## config.mk

```make
export PLATFORM = sky130hd
export DESIGN_NAME = dmr_bank
export DESIGN_NICKNAME = d
export VERILOG_FILES = /design/src/hdl/dmr_bank.v /design/src/hdl/dmr_result_latch.v
export VERILOG_INCLUDE_DIRS = /design/src /design/src/common
export SDC_FILE = /design/constraint.sdc
export NUM_CORES = 1
export LEC_CHECK = 0
export BUFFER_PORTS_ARGS = -buffer_cell sky130_fd_sc_hd__buf_2
export CORE_MARGIN = 2
export CORE_UTILIZATION = 25
export DETAILED_ROUTE_END_ITERATION = 12
export PLACE_DENSITY = 0.49
export RECOVER_POWER = 25
export SYNTH_ARGS = -nofsm -noshare
export SYNTH_HDL_FRONTEND = slang
export SYNTH_HIERARCHICAL = 1
export SYNTH_SLANG_ARGS = --single-unit
```

## constraint.sdc

```tcl
create_clock -name clk -period 1.6 [get_ports clk]
set_clock_uncertainty 0.2 [all_clocks]
set_input_delay 0.32 -clock clk [delete_from_list [all_inputs] [get_ports clk]]
set_output_delay 0.32 -clock clk [all_outputs]
set_load 0.02 [all_outputs]
```

## src/common/dmr_defs.vh

```
// Offsets, field positions, source tags and reset values of the monitor readback bank.
`ifndef DMR_DEFS_VH
`define DMR_DEFS_VH

// ==========================================================================
// Register offsets
// ==========================================================================
`define DMR_OFS_BIAS_LOW      8'h5d
`define DMR_OFS_INPUT1_POS_HIGH     8'h5e
`define DMR_OFS_INPUT1_POS_LOW      8'h5f
`define DMR_OFS_IN1N_HIGH     8'h60
`define DMR_OFS_IN1N_LOW      8'h61
`define DMR_OFS_INPUT2_POS_HIGH     8'h62
`define DMR_OFS_INPUT2_POS_LOW      8'h63
`define DMR_OFS_IN2N_HIGH     8'h64
`define DMR_OFS_IN2N_LOW      8'h65
`define DMR_OFS_INPUT3_POS_HIGH     8'h66
`define DMR_OFS_INPUT3_POS_LOW      8'h67

// ==========================================================================
// Field positions
// ==========================================================================
`define DMR_RESULT_W          12
`define DMR_HIGH_MSB          11
`define DMR_HIGH_LSB          4
`define DMR_NIBBLE_MSB        3
`define DMR_NIBBLE_LSB        0
`define DMR_TAG_W             4

// ==========================================================================
// Source tags and reset values
// ==========================================================================
`define DMR_TAG_BIAS          4'h1
`define DMR_TAG_INPUT1_POS          4'h2
`define DMR_TAG_IN1N          4'h3
`define DMR_TAG_INPUT2_POS          4'h4
`define DMR_TAG_IN2N          4'h5
`define DMR_TAG_INPUT3_POS          4'h6
`define DMR_SOURCES           6
`define DMR_RESULT_RESET      12'h000
`define DMR_READ_NONE         8'h00

`endif

```

## src/hdl/dmr_bank.v

```verilog
// Read-only readback bank for the diagnostic converter's monitor results.
// ==========================================================================
// ==========================================================================
`timescale 1ns/1ps
`default_nettype none
`include "dmr_defs.vh"

module dmr_bank #(
    parameter RESULT_W = `DMR_RESULT_W,
    parameter SOURCES  = `DMR_SOURCES
) (
    input  wire                clk,
    input  wire                resetn,
    input  wire                resultValid,
    input  wire [3:0]          resultTag,
    input  wire [RESULT_W-1:0] resultData,
    input  wire                freezeResultUpdate,
    input  wire                regRead,
    input  wire                regWrite,
    input  wire [7:0]          regAddr,
    input  wire [7:0]          regWdata,
    output reg  [7:0]          regRdata,
    output reg                 regRvalid,
    output reg                 regHit
);

    // ======================================================================
    // Per-source result holders
    // ======================================================================
    wire [RESULT_W*SOURCES-1:0] heldFlat;
    wire [RESULT_W-1:0]         biasResult;
    wire [RESULT_W-1:0]         in1pResult;
    wire [RESULT_W-1:0]         in1nResult;
    wire [RESULT_W-1:0]         in2pResult;
    wire [RESULT_W-1:0]         in2nResult;
    wire [RESULT_W-1:0]         in3pResult;

    genvar gi;
    generate
        for (gi = 0; gi < SOURCES; gi = gi + 1) begin : gSource
            localparam integer TAG_NUM = gi + 1;
            wire               hitTag;
            // Tags start at one; slot zero of the tag space carries no source.
            assign hitTag = resultValid && (resultTag == TAG_NUM[3:0]);
            dmr_result_latch #(
                .WIDTH (RESULT_W)
            ) uLatch (
                .clk     (clk),
                .resetn  (resetn),
                .capture (hitTag),
                .freeze  (freezeResultUpdate),
                .dataIn  (resultData),
                .dataOut (heldFlat[gi*RESULT_W +: RESULT_W])
            );
        end
    endgenerate

    assign biasResult = heldFlat[0*RESULT_W +: RESULT_W];
    assign in1pResult = heldFlat[1*RESULT_W +: RESULT_W];
    assign in1nResult = heldFlat[2*RESULT_W +: RESULT_W];
    assign in2pResult = heldFlat[3*RESULT_W +: RESULT_W];
    assign in2nResult = heldFlat[4*RESULT_W +: RESULT_W];
    assign in3pResult = heldFlat[5*RESULT_W +: RESULT_W];

    // ======================================================================
    // Register images
    // ======================================================================
    wire [7:0] biasLow;
    wire [7:0] in1pHigh;
    wire [7:0] in1pLow;
    wire [7:0] in1nHigh;
    wire [7:0] in1nLow;
    wire [7:0] in2pHigh;
    wire [7:0] in2pLow;
    wire [7:0] in2nHigh;
    wire [7:0] in2nLow;
    wire [7:0] in3pHigh;
    wire [7:0] in3pLow;

    assign biasLow  = {biasResult[`DMR_NIBBLE_MSB:`DMR_NIBBLE_LSB], `DMR_TAG_BIAS};
    assign in1pHigh = in1pResult[`DMR_HIGH_MSB:`DMR_HIGH_LSB];
    assign in1pLow  = {in1pResult[`DMR_NIBBLE_MSB:`DMR_NIBBLE_LSB], `DMR_TAG_INPUT1_POS};
    assign in1nHigh = in1nResult[`DMR_HIGH_MSB:`DMR_HIGH_LSB];
    assign in1nLow  = {in1nResult[`DMR_NIBBLE_MSB:`DMR_NIBBLE_LSB], `DMR_TAG_IN1N};
    assign in2pHigh = in2pResult[`DMR_HIGH_MSB:`DMR_HIGH_LSB];
    assign in2pLow  = {in2pResult[`DMR_NIBBLE_MSB:`DMR_NIBBLE_LSB], `DMR_TAG_INPUT2_POS};
    assign in2nHigh = in2nResult[`DMR_HIGH_MSB:`DMR_HIGH_LSB];
    assign in2nLow  = {in2nResult[`DMR_NIBBLE_MSB:`DMR_NIBBLE_LSB], `DMR_TAG_IN2N};
    assign in3pHigh = in3pResult[`DMR_HIGH_MSB:`DMR_HIGH_LSB];
    assign in3pLow  = {in3pResult[`DMR_NIBBLE_MSB:`DMR_NIBBLE_LSB], `DMR_TAG_INPUT3_POS};

    // ======================================================================
    // Address decode
    // ======================================================================
    reg [7:0] readData_d;
    reg       hit_d;

    always @* begin
        readData_d = `DMR_READ_NONE;
        hit_d      = 1'b1;
        if (regAddr == `DMR_OFS_BIAS_LOW) begin
            readData_d = biasLow;
        // high byte below its low register
        end else if (regAddr == `DMR_OFS_INPUT1_POS_HIGH) begin
            readData_d = in1pHigh;
        end else if (regAddr == `DMR_OFS_INPUT1_POS_LOW) begin
            readData_d = in1pLow;
        end else if (regAddr == `DMR_OFS_IN1N_HIGH) begin
            readData_d = in1nHigh;
        end else if (regAddr == `DMR_OFS_IN1N_LOW) begin
            readData_d = in1nLow;
        end else if (regAddr == `DMR_OFS_INPUT2_POS_HIGH) begin
            readData_d = in2pHigh;
        end else if (regAddr == `DMR_OFS_INPUT2_POS_LOW) begin
            readData_d = in2pLow;
        end else if (regAddr == `DMR_OFS_IN2N_HIGH) begin
            readData_d = in2nHigh;
        end else if (regAddr == `DMR_OFS_IN2N_LOW) begin
            readData_d = in2nLow;
        end else if (regAddr == `DMR_OFS_INPUT3_POS_HIGH) begin
            readData_d = in3pHigh;
        end else if (regAddr == `DMR_OFS_INPUT3_POS_LOW) begin
            readData_d = in3pLow;
        end else begin
            hit_d = 1'b0;
        end
    end

    // ======================================================================
    // Read port
    // ======================================================================
    // The high byte and the low nibble are separate reads, so a result that
    // lands between them tears the pair unless software freezes updates.
    always @(posedge clk or negedge resetn) begin
        if (!resetn) begin
            regRdata  <= `DMR_READ_NONE;
            regRvalid <= 1'b0;
            regHit    <= 1'b0;
        end else begin
            regRvalid <= regRead;
            if (regRead) begin
                regRdata <= readData_d;
                regHit   <= hit_d;
            end else if (regWrite) begin
                regHit   <= hit_d;
            end
        end
    end

    // Write data is accepted on the port and discarded; nothing here stores it.
    wire unusedWrite;
    assign unusedWrite = ^regWdata;

endmodule // dmr_bank

`default_nettype wire

```

## src/hdl/dmr_result_latch.v

```verilog
// One monitor result holder with freeze and a pending slot for the latest result.
`timescale 1ns/1ps
`default_nettype none

module dmr_result_latch #(
    parameter WIDTH = 12
) (
    input  wire             clk,
    input  wire             resetn,
    input  wire             capture,
    input  wire             freeze,
    input  wire [WIDTH-1:0] dataIn,
    output reg  [WIDTH-1:0] dataOut
);

    reg [WIDTH-1:0] pending_q;
    reg             pendingValid_q;

    // ======================================================================
    // Update and freeze
    // ======================================================================
    // While frozen the newest result waits in the pending slot and moves out on the first edge after the release,
    // unless a capture on that edge replaces it, so a read in that same cycle still shows the older result.
    always @(posedge clk or negedge resetn) begin
        if (!resetn) begin
            dataOut        <= {WIDTH{1'b0}};
            pending_q      <= {WIDTH{1'b0}};
            pendingValid_q <= 1'b0;
        end else if (freeze) begin
            if (capture) begin
                pending_q      <= dataIn;
                pendingValid_q <= 1'b1;
            end
        end else if (capture) begin
            dataOut        <= dataIn;
            pendingValid_q <= 1'b0;
        end else if (pendingValid_q) begin
            dataOut        <= pending_q;
            pendingValid_q <= 1'b0;
        end
    end

endmodule // dmr_result_latch

`default_nettype wire

```

Word level (Yosys, flattened, before mapping)
Index checks and enable logic that the tools add are counted.

operators by class
  reduce and logical (&&, ||, !) cells = 25
  mux-type cells = 48
  bitwise operators = 1
  equal/unequal tests = 23

operator list
  kind                count
  $mux 12             10
  $eq 8x7->1 const B  11
  $mux 8              11
  $mux 1              25
  $reduce_and 2->1    12
  $reduce_bool 2->1   7
  $eq 4x3->1 const B  3
  $ne 2x1->1 const B  6
  $eq 4x2->1 const B  2
  $mux 4              2
  $logic_and 1x1->1   6
  $eq 4x1->1 const B  1
  $not 1->1           1

storage, ports and cells
  output and inout bits = 10
  flip-flop bits (word level) = 144
  word-level logic and storage cells = 118
  input port bits = 38

Longest topological paths before layout
Gate-level depths: netlist of run 1.

  depth after elaboration = 14
  depth in mapped cells = 6
  mapped depth without buffers = 5

Cells and area by module
Netlist of run 1, hierarchy kept.

modules (own cells, without submodules)
  module            sequential area each (µm²)  cells an instance  instances  area an instance (µm²)
  dmr_result_latch  625.6                       85                 6          1089.8
  dmr_bank          250.2                       137                1          1158.6

Worst setup path after synthesis of run 1
No wires, ideal clock.

  path type = input-to-reg
  start = in resultTag[3]
  end = reg, netlist name gSource[0].uLatch/pending_q[10]
  arrival time = 1.654 ns
  stages on the path = 5
  library setup time = 0.125 ns
  slack = -0.379 ns
  required time = 1.275 ns
  buffers on the path = 1
  path through = or3b_2 nor2_1 nand2_1 buf_6 mux2_4

RTL lines
  what             line           text
  start, declared  dmr_bank.v:15  input wire [3:0] resultTag,

Worst setup path in the final report of run 1
  start = reg gSource[5].uLatch.dataOut[3]
  end = reg regRdata[7]

between the ends
  word-level cells in the longest chain between the ends = 11

RTL lines
  what                    line                   text
  start, declared         dmr_result_latch.v:13  output reg [WIDTH-1:0] dataOut
  start signal, assigned  dmr_result_latch.v:26  dataOut <= {WIDTH{1'b0}};
  start signal, assigned  dmr_result_latch.v:35  dataOut <= dataIn;
  start signal, assigned  dmr_result_latch.v:38  dataOut <= pending_q;
  $mux 8                  dmr_bank.v:122         end else if (regAddr == `DMR_OFS_INPUT3_POS_LOW) begin
  $mux 8                  dmr_bank.v:120         end else if (regAddr == `DMR_OFS_INPUT3_POS_HIGH) begin
  $mux 8                  dmr_bank.v:118         end else if (regAddr == `DMR_OFS_IN2N_LOW) begin
  $mux 8                  dmr_bank.v:116         end else if (regAddr == `DMR_OFS_IN2N_HIGH) begin
  $mux 8                  dmr_bank.v:114         end else if (regAddr == `DMR_OFS_INPUT2_POS_LOW) begin
  $mux 8                  dmr_bank.v:112         end else if (regAddr == `DMR_OFS_INPUT2_POS_HIGH) begin
  $mux 8                  dmr_bank.v:110         end else if (regAddr == `DMR_OFS_IN1N_LOW) begin
  $mux 8                  dmr_bank.v:108         end else if (regAddr == `DMR_OFS_IN1N_HIGH) begin
  $mux 8                  dmr_bank.v:106         end else if (regAddr == `DMR_OFS_INPUT1_POS_LOW) begin
  $mux 8                  dmr_bank.v:104         end else if (regAddr == `DMR_OFS_INPUT1_POS_HIGH) begin
  $mux 8                  dmr_bank.v:101         if (regAddr == `DMR_OFS_BIAS_LOW) begin
  end signal, assigned    dmr_bank.v:136         regRdata <= `DMR_READ_NONE;
  end signal, assigned    dmr_bank.v:142         regRdata <= readData_d;
  end, declared           dmr_bank.v:22          output reg [7:0] regRdata,

No other way between the ends.
A chain may end at the register's enable or synchronous reset.

==> impl_metrics.ini, run 1 <==
[hold_path]
hold_end = gSource[2].uLatch/dataOut[6]
hold-path-cell-count = 3
hp-class = input port to flip-flop
hp-start = resultData[6]

[synth]
syn_inst = 599
synth_nets = 637
syn_area_um2 = 7030
synth_warnings = 6
syn_avg_cell_area_um2 = 11.7

[floorplanning]
placementRows = 61
die-area_um2 = 29500
core_um2 = 27700
ios = 48
start_util_pct = 25.4
fp.dieH_um = 172
chipWidth_um = 172

[clock_network]
insertion_delay_ns = 0.42
cts_root_buffer = clkbuf_16
cts_max_path_buffers = 2
h-tree-depth = 4
cts_num_sinks = 144
cts_tree = done
cts_buffers = 17
path_clk_slew_ns = 0.06

[drt]
firstDrtPassIters = 5
avgRoutedWirePerCell_um = 18.7
first_iter_violations = 280
wirelength_um = 20600
final_antenna_net_count = 0
vias = 5379
route.detailed.drc = 0
viasPerCell = 4.89

[pwr]
ir_worst_vdd_uv = 784
clkPwrFrac_pct = 40.5
switchingPower_mw = 2.41
power.share.sequential_pct = 45.7
p_total_mw = 9.50
power_density_nw_per_um2 = 1070
intPower_mw = 7.09
p_sw_share_pct = 25.4
power.leakage_nw = 4.04
comb_power_share_pct = 13.8

[sta]
fin_crit_sh_pct = 98.6
fmax_ghz = 0.634
fin_hold_ws_ns = 0.130
hold_violations = 0
final.setup.tns_ns = 0
setup_slack_ns = 0.0224
rsz0062_at_grt = true
slew_headroom_pct = 59.3
setup-violations-final = 0
worst_pin_slew_ns = 0.610
post-route-min-period_ns = 1.58
finalMaxSlewViolations = 0

[worst_setup_path]
worstPathMaxFanout = 2
arrival_ns = 1.68
rrSetupSlack_ns = 0.02
crit_path_start = gSource[5].uLatch/dataOut[3]
rr_worst_depth = 4
path_class = flip-flop to flip-flop
worstSetupEndpointType = flip-flop
timing.rr.end = regRdata[7]
start_kind = flip-flop
r2r-start = gSource[5].uLatch/dataOut[3]
required_ns = 1.71

[final_layout]
syn2layout_area_growth_pct = 26.7
regArea_um2 = 3600
nNetsFinal = 746
final_common_cell = dfrtp_1
multiInputGateArea_um2 = 3160
fillCellCount = 2792
final_cell_mix = dfrtp_1, buf_4, nor2_1
fin_cells = 1099
layout-drive-gt1-share_pct = 33.4
num_antenna_cells = 0

[place]
hpwl_um = 14500
numPlacedInstances = 1063
port_buffers = 39
place_ws_ns = -0.376
gp_congestion = 0.776

[grt]
grt_pass1_wl_um = 32200
grt_pass1_vias = 5400
use_met3_pct = 3.27
antenna_found_initial = 0
grt_overflow = 0
gr-usage-met1_pct = 20.2
grt_busiest_layer = met2
grtUsageMet2_pct = 22.1
grt.total_usage_pct = 14.6
grt_max_degree = 36

[flow_run]
max_cap_viol_count = 0

[status]
status = complete, no violations
-- timing repair --
item,4_1_cts,5_1_grt
setup buffers,0,1
hold buffers,3,0
endpoints found under the hold margin,135,0
setup endpoints to repair,1,4
resized for setup,2,5
pin swaps,1,2
-- final cells by class --
type / count / area share, %
clock buffers: 24 / 5.52
clock inverters: 8 / 0.899
inverters: 15 / 0.632
multi-input cells: 394 / 35.4
flip-flops and latches: 144 / 40.5
well taps: 378 / 5.31
repair buffers: 136 / 11.7
-- worst max path at each step --
| stage | end | cells past startpoint |
|---|---|---|
| after floorplan | gSource[1].uLatch/pending_q[10] | 5 |
| after global placement | gSource[2].uLatch/pending_q[0] | 6 |
| after detailed placement | gSource[2].uLatch/dataOut[8] | 8 |
| after CTS | regRdata[7] | 4 |
| after global routing | regRdata[7] | 4 |
| final | regRdata[7] | 4 |
-- worst max-delay path, cell delays in order, from the launching register on --
cell       delay, ns
dfrtp_1         0.38
mux4_2          0.51
nand2b_4        0.16
o2111ai_2       0.10
o221ai_2        0.11
-- state kept, by name, summed over array words and instances, names as in the netlist --
register / count
gSource.uLatch/pending_q: 64
regHit: 1
regRvalid: 1
gSource.uLatch/pendingValid_q: 6
regRdata: 8
gSource.uLatch/dataOut: 64
-- routing by layer --
metal	up-vias	routed length (um)
li1	2508	-
met1	2714	9940
met2	123	9230
met3	34	788
met4	0	596
met5	-	0
-- power by group through the flow --
stage               clock network (mW)  registers (mW)  logic (mW)
floorplan                            0            4.31       0.835
global placement                     0            4.40        1.29
detailed placement                   0            4.40        1.32
CTS                               3.94            4.34        1.33
global route                      4.10            4.39        1.44
finish                            3.84            4.34        1.31
-- stage by stage --
step,cell area (um^2),utilization [%]
3_3_place_gp,8300,30.0
6_report,8910,32.1
5_1_grt,8910,32.1
4_1_cts,8900,32.1
3_5_place_dp,8300,30.0
2_1_floorplan,7080,-
No activity file was read; power rests on OpenSTA's default activity.
==> run 2, diff against run 1 <==
==> constraint.sdc (replaced) <==
create_clock -name clk -period 1.6 [get_ports clk]
set_clock_uncertainty 0.2 [all_clocks]
set_input_delay 0.24 -clock clk [delete_from_list [all_inputs] [get_ports clk]]
set_output_delay 0.24 -clock clk [all_outputs]
set_load 0.02 [all_outputs]
==> impl_metrics.ini, run 2 (synthesis results as in run 1) <==
[drt]
top_layer = met4
route.detailed.drc = 0
avgRoutedWirePerCell_um = 19.1
final_antenna_net_count = 0
first_iter_violations = 347
firstDrtPassIters = 4
viasPerCell = 4.89
met1_length_um = 9900
vias = 5338
wirelength_um = 20800
route.met2.wl_um = 9570
wl_met3_um = 861

[status]
status = complete, no violations

[place]
place_area_um2 = 8240
port_buffers = 39
gp_congestion = 0.779
place_ws_ns = -0.264
hpwl_um = 14100

[clock_network]
h-tree-depth = 4
cts_root_buffer = clkbuf_16
cts_max_path_buffers = 2
cts_num_sinks = 144
cts_buffers = 17
path_clk_slew_ns = 0.06
insertion_delay_ns = 0.42
cts_tree = done

[worst_setup_path]
r2r-start = gSource[5].uLatch/dataOut[3]
arrival_ns = 1.69
crit_path_start = gSource[5].uLatch/dataOut[3]
cp_slowest_cell = mux4_2
max_stage_delay_ns = 0.51
required_ns = 1.70
start_kind = flip-flop
crit_chain = mux4_2 > nand2b_4 > o2111ai_4 > o221ai_2
worstSetupEndpointType = flip-flop
path_class = flip-flop to flip-flop
worstPathMaxFanout = 2

[sta]
setup-violations-final = 0
worst_pin_slew_ns = 0.757
fmax_ghz = 0.628
finalMaxSlewViolations = 0
slew_headroom_pct = 49.5
hold_violations = 0
fin_crit_sh_pct = 99.5
post-route-min-period_ns = 1.59
rsz0062_at_grt = true
setup_slack_ns = 0.00874

[floorplanning]
core_um2 = 27700
fp.dieH_um = 172
start_util_pct = 25.4
ios = 48
chipWidth_um = 172
placementRows = 61
die-area_um2 = 29500

[final_layout]
fin_area_um2 = 8850
regArea_um2 = 3600
final_cell_mix = dfrtp_1, nor2_1, buf_4
nNetsFinal = 737
layout-drive-gt1-share_pct = 32.2
multiInputGateArea_um2 = 3150
final_common_cell = dfrtp_1
fillCellCount = 2837
syn2layout_area_growth_pct = 25.9
largestRegisters = gSource.uLatch/dataOut (64), gSource.uLatch/pending_q (64), regRdata (8)

[hold_path]
hp-start = freezeResultUpdate
hp-class = input port to flip-flop

[grt]
grt_pass1_wl_um = 32300
antenna_found_initial = 1
grt.total_usage_pct = 14.7
grt_pass1_vias = 5422
grt_max_degree = 42
grt_overflow = 0

[flow_run]
max_cap_viol_count = 0

[pwr]
ir_worst_vdd_uv = 708
power.leakage_nw = 4.00
power_density_nw_per_um2 = 1070
-- run 2: worst max-delay path, delay by kind of cell, from the launching register on --
family,cells,cell delay [ns]
and+or+nand+nor,1,0.17
AOI/OAI and AO/OA,2,0.20
muxes,1,0.51
DFF,1,0.39
-- run 2: cell type report --
cell class	instances	share of cell area [%]
multi-input cells	394	35.6
clock inverters	8	0.905
diodes	1	0.0283
inverters	15	0.636
repair buffers	127	11.2
flip-flops and latches	144	40.7
well taps	378	5.34
clock buffers	24	5.56
-- run 2: power by group --
group / leakage [nW] / internal (mW) / switching [mW]
clock network: 0.272 / 2.31 / 1.56
logic: 1.82 / 0.718 / 0.582
registers: 1.91 / 4.06 / 0.293
total: 4.00 / 7.08 / 2.43
-- run 2: repair_timing --
item,4_1_cts,5_1_grt
cloned,0,0
hold endpoints to repair,147,0
pin swaps,0,2
buffers inserted,0,0
endpoints found under the setup margin,1,3
gates resized for setup,1,4
hold buffers,3,0
-- run 2: per-stage QoR --
step | TNS (ns) | cells | power (mW) | hold WS (ns) | util (%)
after floorplan | -1.42 | 599 | 5.14 | -0.256 | -
after global placement | -21.81 | 1055 | 5.68 | -0.0558 | 29.8
after detailed placement | -22.26 | 1055 | 5.70 | -0.0602 | 29.8
after CTS | 0 | 1090 | 9.60 | 0.0181 | 32.0
after global routing | -0.0273 | 1091 | 9.91 | 0.0318 | 31.9
final | 0 | 1091 | 9.51 | 0.0210 | 31.9
-- run 2: worst paths after layout --
kind,to,slack (ns),cells past startpoint
min reg2reg,gSource[4].uLatch/pending_q[11],0.30,1
max in group asynchronous,gSource[5].uLatch/dataOut[10],0.23,3
max reg2reg,regRdata[7],0.009,4
max,regRdata[7],0.009,4
min in group asynchronous,gSource[5].uLatch/dataOut[4],0.24,2
min,gSource[5].uLatch/pendingValid_q,0.02,2
-- run 2: layer usage --
| layer | GRT usage, % | vias to the layer above |
|---|---|---|
| li1 | - | 2485 |
| met1 | 20.3 | 2698 |
| met2 | 22.9 | 123 |
| met3 | 3.01 | 32 |
| met4 | 4.86 | 0 |
| met5 | 0 | - |
==> run 3, diff against run 2 <==
--- a/config.mk
+++ b/config.mk
@@ -10,6 +10,7 @@
 export CORE_MARGIN = 2
 export CORE_UTILIZATION = 25
 export DETAILED_ROUTE_END_ITERATION = 12
+export GPL_TIMING_DRIVEN = 0
 export PLACE_DENSITY = 0.49
 export RECOVER_POWER = 25
 export SYNTH_ARGS = -nofsm -noshare
==> impl_metrics.ini, run 3 (synthesis results as in run 1) <==
[sta]
fin_crit_sh_pct = 101
setup_slack_ns = -0.00906
post-route-min-period_ns = 1.61
setup-violations-final = 1
hold_violations = 0
fmax_ghz = 0.621
finalMaxSlewViolations = 0
rsz0062_at_grt = true
worst_pin_slew_ns = 0.660
slew_headroom_pct = 56.0
final.setup.tns_ns = -0.00906

[worst_setup_path]
worstPathMaxFanout = 3
rr_worst_depth = 4
max_stage_delay_ns = 0.39
crit_chain = mux2_4 > o22a_1 > o2111ai_2 > o221ai_2
required_ns = 1.69
crit_path_start = gSource[2].uLatch/dataOut[11]
r2r-start = gSource[2].uLatch/dataOut[11]
cp_top_family = compound AO/OA/AOI/OAI gates
timing.rr.end = regRdata[7]
arrival_ns = 1.70
cp_slowest_cell = dfrtp_1
rrSetupSlack_ns = -0.009
start_kind = flip-flop
crit_buf_inv = 0
worstSetupEndpointType = flip-flop
path_class = flip-flop to flip-flop

[final_layout]
largestRegisters = gSource.uLatch/dataOut (64), gSource.uLatch/pending_q (64), regRdata (8)
syn2layout_area_growth_pct = 22.2
nNetsFinal = 707
final_common_cell = dfrtp_1
num_antenna_cells = 0
layout-drive-gt1-share_pct = 28.4
fillCellCount = 2801
final_cell_mix = dfrtp_1, nor2_1, o22ai_1
fin_cells = 1058

[grt]
grt_pass1_vias = 5204
grt_overflow = 0
antenna_found_initial = 0
grt.total_usage_pct = 14.7
grt_max_degree = 81
grt_pass1_wl_um = 32100

[place]
numPlacedInstances = 1016
port_buffers = 38
gp_congestion = 0.793
hpwl_um = 13600

[status]
violations = negative setup slack
status = complete, but fails checks

[pwr]
power_density_nw_per_um2 = 1180
power.leakage_nw = 3.83
ir_worst_vdd_uv = 560

[floorplanning]
start_util_pct = 25.4
placementRows = 61
ios = 48
chipWidth_um = 172
die-area_um2 = 29500
fp.dieH_um = 172
core_um2 = 27700

[hold_path]
hold_end = gSource[3].uLatch/dataOut[5]
hp-start = resultData[5]
hold-path-cell-count = 3
hp-class = input port to flip-flop

[drt]
wirelength_um = 20700
final_antenna_net_count = 0
avgRoutedWirePerCell_um = 19.5
vias = 5224
route.detailed.drc = 0
firstDrtPassIters = 5
first_iter_violations = 507
viasPerCell = 4.94

[clock_network]
path_clk_slew_ns = 0.06
cts_root_buffer = clkbuf_16
h-tree-depth = 4
cts_max_path_buffers = 2
cts_buffers = 17
cts_num_sinks = 144
cts_tree = done
insertion_delay_ns = 0.42

[flow_run]
max_cap_viol_count = 0
run 3: layout make-up:
class	count	area (um^2)	area share, %
Buffer	46	302	3.51
Clock buffer	19	433	5.04
Clock inverter	11	238	2.77
Inverter	15	56.3	0.655
Multi-Input combinational cell	394	3150	36.7
Sequential cell	144	3600	41.9
Tap cell	378	473	5.51
Timing Repair Buffer	51	334	3.89
run 3: where the power goes:
| group | internal [mW] | switching (mW) |
|---|---|---|
| Sequential | 4.06 | 0.284 |
| Combinational | 0.668 | 0.574 |
| Clock | 3.06 | 1.52 |
run 3: metrics by stage:
step | power, mW | setup WS (ns) | instance area [um^2] | util (%) | hold slack, ns
after floorplan | 5.14 | -0.0617 | 7070 | - | -0.256
after global placement | 5.59 | -2.23 | 7740 | 27.9 | 0.235
after detailed placement | 5.61 | -0.531 | 7770 | 28.0 | 0.0953
after CTS | 10.2 | 0.00886 | 8500 | 30.7 | 0.0295
after global routing | 10.6 | -0.0319 | 8590 | 31.0 | 0.0456
final | 10.2 | -0.00906 | 8590 | 31.0 | 0.0378
run 3: how the worst max path moves through the flow:
stage / end / slack [ns] / cells past startpoint
2_1_floorplan: gSource[1].uLatch/pending_q[10] / -0.06 / 5
3_3_place_gp: gSource[4].uLatch/pending_q[9] / -2.23 / 1
3_5_place_dp: gSource[3].uLatch/pending_q[3] / -0.53 / 6
4_1_cts: regRdata[7] / 0.009 / 4
5_1_grt: regRdata[7] / -0.03 / 4
6_report: regRdata[7] / -0.009 / 4
run 3: tightest hold or removal path: cells and delay by family:
family / cells / cell delay (ns)
buffers and inverters: 1 / 0.19
and+or+nand+nor: 1 / 0.05
AOI/OAI and AO/OA: 1 / 0.13
run 3: what timing repair did:
action                                  in CTS  in global routing
endpoints found under the setup margin      37                 60
hold buffers                                 3                  0
hold endpoints to repair                    69                  0
resized for setup                            5                 14
pin swaps                                    0                  5
buffers inserted                             2                  7
run 3: metal layers:
layer | routed length (um) | GRT usage, % | share of wire (%) | vias up
li1 | - | - | - | 2429
met1 | 10000 | 20.4 | 48 | 2642
met2 | 9520 | 22.7 | 46 | 130
met3 | 770 | 2.95 | 3.7 | 23
met4 | 359 | 4.86 | 1.7 | 0
met5 | 0 | 0 | 0 | -
